## src/bdm_defines.svh

```systemverilog
// constants for the banked data memory and status block
`ifndef BDM_DEFINES_SVH
`define BDM_DEFINES_SVH

// ****************************************************************
// address layout
// ****************************************************************
`define BDM_NUM_BANKS 32
`define BDM_BANK_BYTES 128
`define BDM_ADDR_W 12
`define BDM_BANK_W 5
`define BDM_OFS_W 7

// ****************************************************************
// core register offsets
// ****************************************************************
`define BDM_OFS_INDIRECT_DATA_ZERO 7'h00
`define BDM_OFS_INDIRECT_DATA_ONE 7'h01
`define BDM_OFS_PROGRAM_COUNTER_LOW 7'h02
`define BDM_OFS_ARITH_RESET_FLAGS 7'h03
`define BDM_OFS_POINTER_ZERO_LOW 7'h04
`define BDM_OFS_POINTER_ZERO_HIGH 7'h05
`define BDM_OFS_POINTER_ONE_LOW 7'h06
`define BDM_OFS_POINTER_ONE_HIGH 7'h07
`define BDM_OFS_BANK_NUMBER_SELECT 7'h08
`define BDM_OFS_WORKING_ACCUMULATOR 7'h09
`define BDM_OFS_PROGRAM_COUNTER_LATCH_HIGH 7'h0a
`define BDM_OFS_INTERRUPT_CONTROL 7'h0b

// ****************************************************************
// region bounds within a bank
// ****************************************************************
`define BDM_CORE_LAST 7'h0b
`define BDM_PERIPH_FIRST 7'h0c
`define BDM_PERIPH_LAST 7'h1f
`define BDM_GRAM_FIRST 7'h20
`define BDM_GRAM_LAST 7'h6f
`define BDM_GRAM_BYTES 80
`define BDM_GRAM_BANK 5'h00
`define BDM_CRAM_FIRST 7'h70
`define BDM_CRAM_BYTES 16

// ****************************************************************
// status field positions and reset values
// ****************************************************************
`define BDM_ST_CARRY 0
`define BDM_ST_NIBBLE 1
`define BDM_ST_ZERO 2
`define BDM_ST_SLEEP 3
`define BDM_ST_EXPIRY 4
`define BDM_PTR_PROG_BIT 15
`define BDM_RST_BYTE 8'h00
`define BDM_RST_PTR 16'h0000

`endif

```

## src/bdm_pkg.sv

```systemverilog
// types shared by the banked data memory and status block
package bdm_pkg;

  typedef enum logic [3:0] {
    BDM_OP_NONE,
    BDM_OP_READ,
    BDM_OP_WRITE,
    BDM_OP_LOGIC,
    BDM_OP_ADD,
    BDM_OP_SUB,
    BDM_OP_ROT_RIGHT,
    BDM_OP_ROT_LEFT,
    BDM_OP_CLEAR
  } bdm_op_t;

  typedef struct packed {
    bdm_op_t op;
    logic to_file;
    logic [6:0] offset;
    logic [7:0] operand_a;
    logic [7:0] operand_b;
  } bdm_req_t;

  typedef struct packed {
    logic wr;
    logic rd;
    logic [11:0] addr;
    logic [7:0] wdata;
  } bdm_periph_t;

endpackage : bdm_pkg

```

## src/bdm_data_memory.sv

```systemverilog
// banked data memory decoder with core registers and status flags
`timescale 1ns/1ps
`include "bdm_defines.svh"

// What this block does
// RULE_01: data storage is 32 banks of 128 byte locations each.
// RULE_02: each bank holds 12 core, 20 peripheral, up to 80 general, 16 common bytes.
// RULE_03: direct accesses use the bank number held in bank select.
// RULE_04: reads of unimplemented locations return zero.
// RULE_05: 12-bit data address: upper five bits bank, lower seven bits offset.
// RULE_06: core registers sit at offsets 0x00-0x0b of every bank.
// RULE_07: fixed core offsets: indirect data, counter, status, pointers, bank, accumulator.
// RULE_08: flag-affecting ops on status discard written Z, DC, C; result flags win.
// RULE_09: expiry and sleep flags ignore all instruction writes.
// RULE_10: clearing status clears upper three bits, sets zero, keeps other flags.
// RULE_11: software should alter status only with flag-neutral instructions.
// RULE_12: status bits 7 to 5 read as zero.
// RULE_13: expiry flag set by power-up, watchdog clear, sleep; cleared on expiry.
// RULE_14: sleep flag set by power-up or watchdog clear; cleared by sleep.
// RULE_15: zero flag follows whether the operation result is zero.
// RULE_16: add/sub set nibble flag on carry out of bit 3.
// RULE_17: add/sub set carry flag on carry out of bit 7.
// RULE_18: subtract adds two's complement, so carries are active-low borrows.
// RULE_19: rotates load carry from low or high source bit.
// RULE_20: power-on sets expiry and sleep, clears arithmetic flags; other resets keep them.
// RULE_21: peripheral control registers occupy offsets 0x0c-0x1f of every bank.
// RULE_22: sixteen common bytes reach the same storage from every bank.
// RULE_23: common RAM decodes at offsets 0x70-0x7f in all banks.
// RULE_24: bank select holds five bits forming the upper direct address bits.

module bdm_data_memory (
  // clock and resets
  input wire logic clk_sys_i,
  input wire logic sys_rst_i,
  input wire logic other_rst_i,
  input wire logic ce_i,
  // instruction request
  input wire bdm_pkg::bdm_req_t req_i,
  // power-state events
  input wire logic watchdog_clear_instr_i,
  input wire logic sleep_instr_i,
  input wire logic watchdog_timer_expired_i,
  // peripheral control register port
  output bdm_pkg::bdm_periph_t periph_o,
  input wire logic [7:0] periph_rdata_i,
  // results and core register view
  output logic [7:0] rd_data_o,
  output logic [7:0] result_o,
  output logic [7:0] arith_reset_flags_o,
  output logic [7:0] working_accumulator_o,
  output logic [4:0] bank_number_select_o,
  output logic [7:0] program_counter_low_o,
  output logic [7:0] program_counter_latch_high_o,
  output logic [7:0] interrupt_control_o,
  output logic [15:0] pointer_zero_o,
  output logic [15:0] pointer_one_o
);

  // ****************************************************************
  // state
  // ****************************************************************
  logic [4:0] bank_reg;
  logic [7:0] wacc_reg;
  logic [7:0] pcl_reg;
  logic [7:0] program_counter_latch_high_reg;
  logic [7:0] interrupt_control_reg;
  logic [15:0] ptr0_reg;
  logic [15:0] ptr1_reg;
  logic expiry_reg;
  logic sleep_reg;
  logic zero_reg;
  logic nibble_reg;
  logic carry_reg;
  logic [7:0] rd_data_reg;
  logic [7:0] result_reg;
  bdm_pkg::bdm_periph_t periph_reg;
  logic [7:0] gram_reg [`BDM_GRAM_BYTES];
  logic [7:0] cram_reg [`BDM_CRAM_BYTES];

  // ****************************************************************
  // functions
  // ****************************************************************
  // core register offsets alias in every bank
  function automatic logic is_core(input logic [6:0] ofs);
    is_core = (ofs <= `BDM_CORE_LAST); // RULE_06
  endfunction : is_core

  function automatic logic is_periph(input logic [6:0] ofs);
    is_periph = (ofs >= `BDM_PERIPH_FIRST) && (ofs <= `BDM_PERIPH_LAST); // RULE_21
  endfunction : is_periph

  function automatic logic is_cram(input logic [6:0] ofs);
    is_cram = (ofs >= `BDM_CRAM_FIRST); // RULE_23
  endfunction : is_cram

  // general RAM is built only in one bank; the rest read as zero
  function automatic logic is_gram(input logic [11:0] addr);
    is_gram = (addr[11:7] == `BDM_GRAM_BANK) && (addr[6:0] >= `BDM_GRAM_FIRST)
      && (addr[6:0] <= `BDM_GRAM_LAST); // RULE_02
  endfunction : is_gram

  // 9-bit sum so the top bit is the carry out of bit 7
  function automatic logic [8:0] add9(input logic [7:0] a, input logic [7:0] b, input logic cin);
    add9 = {1'b0, a} + {1'b0, b} + {8'h00, cin};
  endfunction : add9

  function automatic logic [4:0] add5(input logic [3:0] a, input logic [3:0] b, input logic cin);
    add5 = {1'b0, a} + {1'b0, b} + {4'h0, cin};
  endfunction : add5

  // ****************************************************************
  // address resolution
  // ****************************************************************
  wire logic ofs_is_ind0 = (req_i.offset == `BDM_OFS_INDIRECT_DATA_ZERO);
  wire logic ofs_is_ind1 = (req_i.offset == `BDM_OFS_INDIRECT_DATA_ONE);
  wire logic use_pointer = ofs_is_ind0 || ofs_is_ind1;
  wire logic [15:0] sel_ptr = ofs_is_ind1 ? ptr1_reg : ptr0_reg;
  // program-memory reads through a pointer are not served here
  wire logic ptr_to_prog = use_pointer && sel_ptr[`BDM_PTR_PROG_BIT];
  wire logic [11:0] eff_addr = use_pointer ? sel_ptr[11:0]
    : {bank_reg, req_i.offset}; // RULE_03 RULE_05 RULE_24
  wire logic [6:0] eff_ofs = eff_addr[6:0]; // RULE_01
  // a pointer aimed back at an indirect slot reaches nothing
  wire logic eff_loops = use_pointer && (eff_ofs <= `BDM_OFS_INDIRECT_DATA_ONE);
  wire logic eff_valid = !ptr_to_prog && !eff_loops;
  wire logic hit_core = eff_valid && is_core(eff_ofs);
  wire logic hit_periph = eff_valid && is_periph(eff_ofs);
  wire logic hit_cram = eff_valid && is_cram(eff_ofs); // RULE_22
  wire logic hit_gram = eff_valid && is_gram(eff_addr);
  wire logic [3:0] cram_idx = eff_ofs[3:0];
  wire logic [6:0] gram_idx = eff_ofs - `BDM_GRAM_FIRST;

  // ****************************************************************
  // flag arithmetic
  // ****************************************************************
  wire logic op_add = (req_i.op == bdm_pkg::BDM_OP_ADD);
  wire logic op_sub = (req_i.op == bdm_pkg::BDM_OP_SUB);
  wire logic op_rr = (req_i.op == bdm_pkg::BDM_OP_ROT_RIGHT);
  wire logic op_rl = (req_i.op == bdm_pkg::BDM_OP_ROT_LEFT);
  wire logic op_clr = (req_i.op == bdm_pkg::BDM_OP_CLEAR);
  wire logic op_logic = (req_i.op == bdm_pkg::BDM_OP_LOGIC);
  wire logic op_arith = op_add || op_sub;
  wire logic op_rot = op_rr || op_rl;
  // subtract is a + ~b + 1, so carry means no borrow
  wire logic [7:0] addend = op_sub ? ~req_i.operand_b : req_i.operand_b; // RULE_18
  wire logic [8:0] sum9 = add9(req_i.operand_a, addend, op_sub);
  wire logic [4:0] nib5 = add5(req_i.operand_a[3:0], addend[3:0], op_sub);
  wire logic [7:0] rot_val = op_rr ? {carry_reg, req_i.operand_a[7:1]}
    : {req_i.operand_a[6:0], carry_reg};
  wire logic [7:0] op_result = op_arith ? sum9[7:0]
    : op_rot ? rot_val
    : op_clr ? 8'h00
    : req_i.operand_a;
  wire logic sets_zero = op_arith || op_logic || op_clr;
  wire logic sets_nibble = op_arith;
  wire logic sets_carry = op_arith || op_rot;
  wire logic zero_val = (op_result == 8'h00); // RULE_15 RULE_10
  wire logic nibble_val = nib5[4]; // RULE_16
  wire logic carry_val = op_arith ? sum9[8]
    : op_rr ? req_i.operand_a[0]
    : req_i.operand_a[7]; // RULE_17 RULE_19

  // ****************************************************************
  // write decode
  // ****************************************************************
  wire logic op_writes = (req_i.op != bdm_pkg::BDM_OP_NONE) && (req_i.op != bdm_pkg::BDM_OP_READ);
  wire logic file_wr = ce_i && op_writes && req_i.to_file;
  wire logic acc_wr_dest = ce_i && op_writes && !req_i.to_file;
  wire logic core_wr = file_wr && hit_core;
  wire logic wr_status = core_wr && (eff_ofs == `BDM_OFS_ARITH_RESET_FLAGS)
    && !sets_zero && !sets_carry; // RULE_08 RULE_10
  wire logic wr_bank = core_wr && (eff_ofs == `BDM_OFS_BANK_NUMBER_SELECT);
  wire logic wr_wacc = (core_wr && (eff_ofs == `BDM_OFS_WORKING_ACCUMULATOR)) || acc_wr_dest;
  wire logic wr_pcl = core_wr && (eff_ofs == `BDM_OFS_PROGRAM_COUNTER_LOW);
  wire logic wr_program_counter_latch_high = core_wr && (eff_ofs == `BDM_OFS_PROGRAM_COUNTER_LATCH_HIGH);
  wire logic wr_interrupt_control = core_wr && (eff_ofs == `BDM_OFS_INTERRUPT_CONTROL);
  wire logic wr_p0l = core_wr && (eff_ofs == `BDM_OFS_POINTER_ZERO_LOW);
  wire logic wr_p0h = core_wr && (eff_ofs == `BDM_OFS_POINTER_ZERO_HIGH);
  wire logic wr_p1l = core_wr && (eff_ofs == `BDM_OFS_POINTER_ONE_LOW);
  wire logic wr_p1h = core_wr && (eff_ofs == `BDM_OFS_POINTER_ONE_HIGH);
  wire logic wr_gram = file_wr && hit_gram;
  wire logic wr_cram = file_wr && hit_cram;
  wire logic wr_periph = file_wr && hit_periph;
  wire logic rd_periph = ce_i && (req_i.op != bdm_pkg::BDM_OP_NONE) && hit_periph;

  // ****************************************************************
  // status next values
  // ****************************************************************
  // a flag-affecting op owns Z, DC and C even when status is the target
  wire logic zero_next = (ce_i && sets_zero) ? zero_val
    : wr_status ? op_result[`BDM_ST_ZERO] : zero_reg; // RULE_08
  wire logic nibble_next = (ce_i && sets_nibble) ? nibble_val
    : wr_status ? op_result[`BDM_ST_NIBBLE] : nibble_reg; // RULE_08
  wire logic carry_next = (ce_i && sets_carry) ? carry_val
    : wr_status ? op_result[`BDM_ST_CARRY] : carry_reg; // RULE_08
  // only power events move these; the set wins over an expiry in the same cycle
  wire logic expiry_next = (watchdog_clear_instr_i || sleep_instr_i) ? 1'b1
    : watchdog_timer_expired_i ? 1'b0 : expiry_reg; // RULE_09 RULE_13
  wire logic sleep_next = watchdog_clear_instr_i ? 1'b1
    : sleep_instr_i ? 1'b0 : sleep_reg; // RULE_09 RULE_14
  wire logic [7:0] status_view = {3'b000, expiry_reg, sleep_reg, zero_reg, nibble_reg,
    carry_reg}; // RULE_12

  // ****************************************************************
  // read mux
  // ****************************************************************
  logic [7:0] core_rd;
  always_comb
  begin
    unique case (eff_ofs[3:0])
      4'h2: core_rd = pcl_reg;
      4'h3: core_rd = status_view;
      4'h4: core_rd = ptr0_reg[7:0];
      4'h5: core_rd = ptr0_reg[15:8];
      4'h6: core_rd = ptr1_reg[7:0];
      4'h7: core_rd = ptr1_reg[15:8];
      4'h8: core_rd = {3'b000, bank_reg};
      4'h9: core_rd = wacc_reg;
      4'ha: core_rd = program_counter_latch_high_reg;
      4'hb: core_rd = interrupt_control_reg;
      default: core_rd = 8'h00;
    endcase // RULE_07
  end

  // holes, unbuilt RAM and pointer loops all read zero
  wire logic [7:0] rd_mux = hit_core ? core_rd
    : hit_periph ? 8'h00
    : hit_cram ? cram_reg[cram_idx]
    : hit_gram ? gram_reg[gram_idx]
    : 8'h00; // RULE_04
  wire logic rd_take = ce_i && (req_i.op != bdm_pkg::BDM_OP_NONE);

  // ****************************************************************
  // status and core registers
  // ****************************************************************
  always_ff @(posedge clk_sys_i)
  begin
    if (sys_rst_i)
    begin
      expiry_reg <= 1'b1; // RULE_20
      sleep_reg <= 1'b1;
      zero_reg <= 1'b0;
      nibble_reg <= 1'b0;
      carry_reg <= 1'b0;
    end
    else if (ce_i && !other_rst_i)
    begin
      expiry_reg <= expiry_next;
      sleep_reg <= sleep_next;
      zero_reg <= zero_next;
      nibble_reg <= nibble_next;
      carry_reg <= carry_next;
    end
  end

  // other resets clear the core registers but keep the status flags
  always_ff @(posedge clk_sys_i)
  begin
    if (sys_rst_i || (ce_i && other_rst_i))
    begin
      bank_reg <= 5'h00;
      wacc_reg <= `BDM_RST_BYTE;
      pcl_reg <= `BDM_RST_BYTE;
      program_counter_latch_high_reg <= `BDM_RST_BYTE;
      interrupt_control_reg <= `BDM_RST_BYTE;
      ptr0_reg <= `BDM_RST_PTR;
      ptr1_reg <= `BDM_RST_PTR;
    end
    else if (ce_i)
    begin
      if (wr_bank)
        bank_reg <= op_result[4:0]; // RULE_24
      if (wr_wacc)
        wacc_reg <= op_result;
      if (wr_pcl)
        pcl_reg <= op_result;
      if (wr_program_counter_latch_high)
        program_counter_latch_high_reg <= op_result;
      if (wr_interrupt_control)
        interrupt_control_reg <= op_result;
      if (wr_p0l)
        ptr0_reg[7:0] <= op_result;
      if (wr_p0h)
        ptr0_reg[15:8] <= op_result;
      if (wr_p1l)
        ptr1_reg[7:0] <= op_result;
      if (wr_p1h)
        ptr1_reg[15:8] <= op_result;
    end
  end

  // ****************************************************************
  // RAM storage
  // ****************************************************************
  always_ff @(posedge clk_sys_i)
  begin
    if (sys_rst_i)
    begin
      for (int i = 0; i < `BDM_GRAM_BYTES; i++)
        gram_reg[i] <= `BDM_RST_BYTE;
      for (int j = 0; j < `BDM_CRAM_BYTES; j++)
        cram_reg[j] <= `BDM_RST_BYTE;
    end
    else if (ce_i && !other_rst_i)
    begin
      if (wr_gram)
        gram_reg[gram_idx] <= op_result; // RULE_02
      if (wr_cram)
        cram_reg[cram_idx] <= op_result; // RULE_22 RULE_23
    end
  end

  // ****************************************************************
  // read data, result and peripheral port
  // ****************************************************************
  always_ff @(posedge clk_sys_i)
  begin
    if (sys_rst_i || (ce_i && other_rst_i))
    begin
      rd_data_reg <= 8'h00;
      result_reg <= 8'h00;
      periph_reg <= '0;
    end
    else if (ce_i)
    begin
      // a peripheral byte lands with its strobe; a new request wins
      if (rd_take)
        rd_data_reg <= rd_mux;
      else if (periph_reg.rd)
        rd_data_reg <= periph_rdata_i; // RULE_21
      if (op_writes)
        result_reg <= op_result;
      periph_reg.wr <= wr_periph; // RULE_21
      periph_reg.rd <= rd_periph && !wr_periph;
      periph_reg.addr <= eff_addr;
      periph_reg.wdata <= op_result;
    end
  end

  // ****************************************************************
  // outputs
  // ****************************************************************
  assign rd_data_o = rd_data_reg;
  assign result_o = result_reg;
  assign periph_o = periph_reg;
  assign arith_reset_flags_o = status_view;
  assign working_accumulator_o = wacc_reg;
  assign bank_number_select_o = bank_reg;
  assign program_counter_low_o = pcl_reg;
  assign program_counter_latch_high_o = program_counter_latch_high_reg;
  assign interrupt_control_o = interrupt_control_reg;
  assign pointer_zero_o = ptr0_reg;
  assign pointer_one_o = ptr1_reg;

endmodule : bdm_data_memory

```

## config.mk

```make
export PLATFORM = sky130hd
export DESIGN_NAME = bdm_data_memory
export DESIGN_NICKNAME = d
export VERILOG_FILES = /design/src/bdm_pkg.sv /design/src/bdm_data_memory.sv
export VERILOG_INCLUDE_DIRS = /design/src
export SDC_FILE = /design/constraint.sdc
export NUM_CORES = 2
export LEC_CHECK = 0
export BUFFER_PORTS_ARGS = -buffer_cell sky130_fd_sc_hd__buf_2
export CORE_MARGIN = 4
export CORE_UTILIZATION = 26
export CTS_CLUSTER_DIAMETER = 30
export CTS_CLUSTER_SIZE = 24
export DETAILED_ROUTE_END_ITERATION = 8
export SETUP_SLACK_MARGIN = 0.02
export SYNTH_ARGS = -nofsm -noshare
export SYNTH_HDL_FRONTEND = slang
export SYNTH_SLANG_ARGS = --single-unit
```

## constraint.sdc

```tcl
create_clock -name clk_sys_i -period 5.6 [get_ports clk_sys_i]
set_input_delay 0.28 -clock clk_sys_i [delete_from_list [all_inputs] [get_ports clk_sys_i]]
set_output_delay 0.28 -clock clk_sys_i [all_outputs]
set_load 0.05 [all_outputs]
```

== Word level (Yosys, flattened, before mapping) ==
Memories as Yosys holds them, arrays and structs flattened.
Index checks and enable logic that the tools add are counted.

* Register bits after elaboration: 112
* RAM bits: 768
* Output and inout port bits: 115
* Logic and storage cells: 187
* Memories: 2

{| class="wikitable"
|+ Memories
! name !! words !! width !! read ports !! clocked after Yosys merged registers in !! wr ports !! line !! RTL
|-
| gram_reg || 80 || 8 || 1 || 0 || 80 || bdm_data_memory.sv:77 || <nowiki>logic [7:0] gram_reg [`BDM_GRAM_BYTES];</nowiki>
|-
| cram_reg || 16 || 8 || 1 || 0 || 16 || bdm_data_memory.sv:78 || <nowiki>logic [7:0] cram_reg [`BDM_CRAM_BYTES];</nowiki>
|}

* $add $sub $neg: 5
* Magnitude comparators: 7
* Eq/ne operators: 28
* Mux-type cells: 42
* Bitwise operators: 1
* Reduce and logical (&&, ||, !) cells: 82

{| class="wikitable"
|+ Operators by type and width
! operator !! number
|-
| two-way mux 8 bit || 13
|-
| one-hot mux 8 bit (10 select lines) || 1
|-
| logical AND 1 bit || 38
|-
| equality test 4 x 3 -> 1 bit (second input constant) || 8
|-
| AND reduction 2 bit || 16
|-
| equality test 7 x 3 -> 1 bit (second input constant) || 4
|-
| equality test 7 x 4 -> 1 bit (second input constant) || 4
|-
| two-way mux 1 bit || 24
|-
| equality test 4 bit (second input constant) || 5
|-
| two-way mux 16 bit || 1
|-
| OR reduction 8 bit || 2
|-
| equality test 7 x 2 -> 1 bit (second input constant) || 2
|-
| equality test 4 x 2 -> 1 bit (second input constant) || 3
|-
| two-way mux 12 bit || 1
|-
| nonzero test 2 bit || 6
|-
| adder 8 x 8 -> 9 bit || 1
|-
| adder 9 x 1 -> 9 bit || 1
|-
| logical OR 1 bit || 9
|-
| logical NOT 8 bit || 1
|-
| NOT 8 bit || 1
|-
| equality test 7 x 1 -> 1 bit (second input constant) || 1
|-
| greater-or-equal comparator 7 x 4 -> 1 bit (second input constant) || 1
|-
| greater-or-equal comparator 7 x 6 -> 1 bit (second input constant) || 1
|-
| greater-or-equal comparator 7 bit (second input constant) || 1
|-
| 14 further kinds || 20
|}

== Longest topological paths before layout ==
* Depth after elaboration: 15
* Depth in mapped cells: 16
* Gate-level depth less buffers: 14

== Least setup slack after synthesis ==
Ideal clock, no wire load.

* Path type: input to register
* From: input req_i[26] in the netlist's numbering
* To: memory gram_reg[0][5] (data pin)
* Library setup time: 0.152 ns
* Data arrival time: 4.390 ns
* Required time: 5.448 ns
* Setup slack: 1.058 ns
* Cell stages on the path: 15
* Path through: clkbuf_1 -> nor4bb_1 -> clkbuf_1 -> xor2_1 -> ha_1 -> a31o_2 -> a221oi_1 -> o21bai_1 -> a21oi_1 -> xnor2_1 -> a221oi_2 -> inv_1 -> clkbuf_1 -> nand2_1 -> nor2_1

{| class="wikitable"
|+ RTL lines
! element !! line !! RTL
|-
| start: declaration || bdm_data_memory.sv:38 || <nowiki>input wire bdm_pkg::bdm_req_t req_i,</nowiki>
|-
| end: declaration || bdm_data_memory.sv:77 ||
|}

== Final worst setup path ==
* From: register ptr0_reg[0], in the netlist pointer_zero_o[0]
* To: register rd_data_reg[6], in the netlist rd_data_o[6]

* Cells in the longest elaborated chain, start to end: 12
* Elaborated cells between the ends (all ways): 38
* Those cells by class: add/sub: 1; order compare: 7; eq/ne: 10; mux: 8; reduce/logical: 10; memory: 2

{| class="wikitable"
|+ RTL lines
! element !! line !! RTL
|-
| start: declaration || bdm_data_memory.sv:67 || <nowiki>logic [15:0] ptr0_reg;</nowiki>
|-
| start signal: assignment || bdm_data_memory.sv:266 || <nowiki>ptr0_reg <= `BDM_RST_PTR;</nowiki>
|-
| start signal: assignment || bdm_data_memory.sv:282 || <nowiki>ptr0_reg[7:0] <= op_result;</nowiki>
|-
| two-way mux 16 bit (*) || bdm_data_memory.sv:117 || <nowiki>wire logic [15:0] sel_ptr = ofs_is_ind1 ? ptr1_reg : ptr0_reg;</nowiki>
|-
| two-way mux 12 bit (*) || bdm_data_memory.sv:120 || <nowiki>wire logic [11:0] eff_addr = use_pointer ? sel_ptr[11:0]</nowiki>
|-
| parallel branches: the longest is 8 deep, another holds memory read (80 x 8 bit) || -- ||
|-
| two-way mux 8 bit (*) || bdm_data_memory.sv:226 || <nowiki>wire logic [7:0] rd_mux = hit_core ? core_rd</nowiki>
|-
| two-way mux 8 bit (*) || bdm_data_memory.sv:327 || <nowiki>if (rd_take)</nowiki>
|-
| end signal: assignment || bdm_data_memory.sv:328 || <nowiki>rd_data_reg <= rd_mux;</nowiki>
|-
| end signal: assignment || bdm_data_memory.sv:330 || <nowiki>rd_data_reg <= periph_rdata_i;</nowiki>
|-
| end: declaration || bdm_data_memory.sv:74 || <nowiki>logic [7:0] rd_data_reg;</nowiki>
|}

Every way passes the cells marked *.
A chain may end at the register's enable or synchronous reset.

==> key figures <==
Global route
  • Pin count of the biggest net entering global routing: 139
  • Grt ovf: 0
  • Total GRT Usage: 17.1%
  • Vias in the first global route: 42255
  • First-pass GRT wire length: 289 mm
  • Initial antenna violation count: 9

Logic synthesis
  • Mapped cell area: 56800 um^2
  • Cell variety after synth: 85
  • Syn Inst Count: 4878
  • Primary FF master, synth: edfxtp_1
  • Sequential share of the synthesized area: 64.8%
  • Synth Area per Inst: 11.7 um^2
  • EDFF count, synth: 1152
  • FF+latch count, synth: 1264
  • Synth warn: 0
  • Ys async rst share: 0%

Setup path
  • Req. time, crit path: 6.28 ns
  • CP startpoint: pointer_zero_o[0]
  • CP Max Fanout: 18
  • CP arrival: 5.84 ns
  • RR Startpoint: pointer_zero_o[0]
  • Crit Reg-Reg Endpoint: rd_data_o[6]
  • Critical path endpoint: rd_data_o[6]
  • CP endpoint kind: register
  • R2R depth: 10
  • Worst setup path class: reg -> reg
  • FF-to-FF setup slack: 0.44 ns
  • Crit start category: register

Timing
  • Final Hold Fails: 0
  • RSZ-0062 raised after global routing: false
  • Min Tclk post-route: 5.16 ns
  • Setup WS post-layout: 0.443 ns
  • Fmax: 194 MHz
  • Setup TNS: 0 ns
  • Relative slew margins: 11.8%
  • Final setup fails: 0
  • Final slew viol count: 0
  • Tcrit/Tclk final: 92.1%
  • Setup Skew: 0.0631 ns
  • Worst Tran Pin Value: 1.32 ns

Route
  • WL met1: 76.1 mm
  • # DRC: 0
  • Routed WL: 200 mm
  • Vias: 43645
  • Antenna viol nets, final: 0
  • Met3 wire len: 22.8 mm
  • 1st-iter DRT viols: 5743
  • DR pass1 iterations: 8
  • Met2 WL: 90.4 mm
  • WL/cell: 23.6 um
  • Top Metal Used: met5
  • Via density: 5.14

CTS
  • CTS Sinks: 1264
  • Clock Pin Slew Worst Setup and Hold Paths: 0.05 ns
  • Worst skew pair latency: 0.89 ns
  • PostCTS Resize Cnt: 0
  • Total CTS buffers: 285
  • Root buffer cell: clkbuf_16
  • Clk buf depth: 4
  • CTS tree: yes
  • H-Tree Depth: 5

Layout
  • Most common cell after layout, fill and taps aside: edfxtp_1
  • Footprint of the multi-input gates: 18500 um^2
  • Most frequent cells in the layout: edfxtp_1, nor2_1, nand2_1, buf_4, clkbuf_16
  • Final nets: 5474
  • Max FFs per register: 1024
  • Fill cell count: 21501
  • Seq. cell area: 36800 um^2
  • Area grow syn2layout: 26.9%
  • Ratio of cells with drive above 1 in the final layout: 18.8%

Run status
  • Status: finished, final reports clean

Placed design
  • Port Buffers: 154
  • Gp weighted congestion: 0.974
  • Post-DP HPWL: 134 mm
  • Dpl ws: -0.0765 ns

Floorplan
  • Row count: 171
  • Full die area: 226000 um^2
  • DIE HEIGHT: 476 um
  • Core area: 217000 um^2
  • Initial Util: 26.1%
  • # IOs: 158
  • Die extent in x: 476 um

Power and ir drop
  • Power per cell area: 404 nW/um^2
  • Total power draw: 29.1 mW
  • Max rail drop VDD: 0.000250 V
  • Lkg Pwr: 25.4 nW

Job
  • Max-cap violation count: 0

Hold path
  • Hold Path Class: in -> reg
==> power by group <==
part	switching [mW]	leakage, nW	internal, mW	total (mW)
logic	1.54	9.26	0.570	2.11
clock network	5.17	4.46	10.9	16.1
registers	0.142	11.7	10.8	10.9
==> worst min path at each step <==
stage / startpoint / end / slack, ns / cells past startpoint
final: req_i[22] / periph_o[14] / 0.11 / 4
after global routing: req_i[22] / periph_o[14] / 0.09 / 4
after CTS: req_i[22] / periph_o[14] / 0.04 / 4
after detailed placement: periph_o[5] / periph_o[5] / 0.47 / 2
after global placement: periph_o[1] / periph_o[1] / 0.46 / 2
after floorplan: watchdog_clear_instr_i / sleep_reg / 0.42 / 1
==> critical path: stages (launching register included) <==
cell and delay, ns:
dfxtp_1 0.50, mux2i_4 0.20, o21ai_4 1.03, buf_4 0.44, mux4_2 0.54, and3_1 0.19
a31oi_1 0.23, nand4_1 0.45, nor4_1 1.02, a2111o_1 0.24, a21oi_1 0.07
==> area by class of cell <==
cell class	count	share of cell area [%]
Sequential cell	1264	51.1
Multi-Input combinational cell	3325	25.7
Clock buffer	328	10.4
Timing Repair Buffer	507	5.21
Tap cell	2854	4.95
Clock inverter	165	2.48
Inverter	35	0.182
Antenna cell	13	0.0451
==> routing by layer <==
layer	global-route usage (%)	up-vias
met1	21.4	21609
li1	-	18750
met4	8.99	4
met3	4.99	590
met5	0	-
met2	26.9	2692
==> through the flow <==
step / instances / utilization (%) / hold WS, ns / cell area (um^2)
after floorplan: 5008 / - / 0.420 / 57300
after global placement: 7966 / 28.8 / 0.463 / 62600
after detailed placement: 7967 / 28.8 / 0.469 / 62600
after CTS: 8478 / 33.2 / 0.0426 / 72100
after global routing: 8481 / 33.2 / 0.0895 / 72100
final: 8491 / 33.2 / 0.107 / 72100
==> cells by family after synthesis <==
family / synth area share (%)
flip-flops: 64.8
AND/OR/NAND/NOR: 16.8
multiplexers: 6.59
other: 0.00660
adder cells (fa/ha/maj): 0.299
XOR/XNOR: 0.200
AO/OA/AOI/OAI: 7.49
buffers and inverters: 3.81
==> Yosys cell counts, types with 11 or more instances <==
| cell | number | share of area (%) |
|---|---|---|
| a211oi_1 | 98 | 1.3 |
| nand4_1 | 30 | 0.33 |
| o21ai_0 | 39 | 0.34 |
| a22oi_1 | 35 | 0.46 |
| a32oi_1 | 37 | 0.57 |
| dfxtp_1 | 112 | 3.9 |
| nand2b_1 | 21 | 0.23 |
| a31oi_1 | 34 | 0.37 |
| nand3_1 | 285 | 2.5 |
| buf_2 | 159 | 1.4 |
| a221oi_1 | 11 | 0.17 |
| mux2i_1 | 228 | 4.0 |
| buf_6 | 30 | 0.59 |
| inv_1 | 33 | 0.22 |
| nor3_1 | 115 | 1.0 |
| and3_1 | 33 | 0.36 |
| nor2_1 | 887 | 5.9 |
| o22ai_1 | 25 | 0.28 |
| clkbuf_1 | 133 | 0.88 |
| edfxtp_1 | 1152 | 61 |
| buf_4 | 45 | 0.59 |
| nand2_1 | 790 | 5.2 |
| a21oi_1 | 153 | 1.3 |
| o21bai_1 | 81 | 1.1 |
| o211ai_1 | 14 | 0.18 |
| nor4_1 | 26 | 0.29 |
| ha_1 | 12 | 0.26 |
| buf_1 | 17 | 0.11 |
| mux4_2 | 61 | 2.4 |
==> timing repair <==
item / in CTS / in global routing
endpoints found under the hold margin: 23 / 0
setup buffers: 0 / 0
hold buffers: 18 / 0
(Power assumes the default switching activity.)
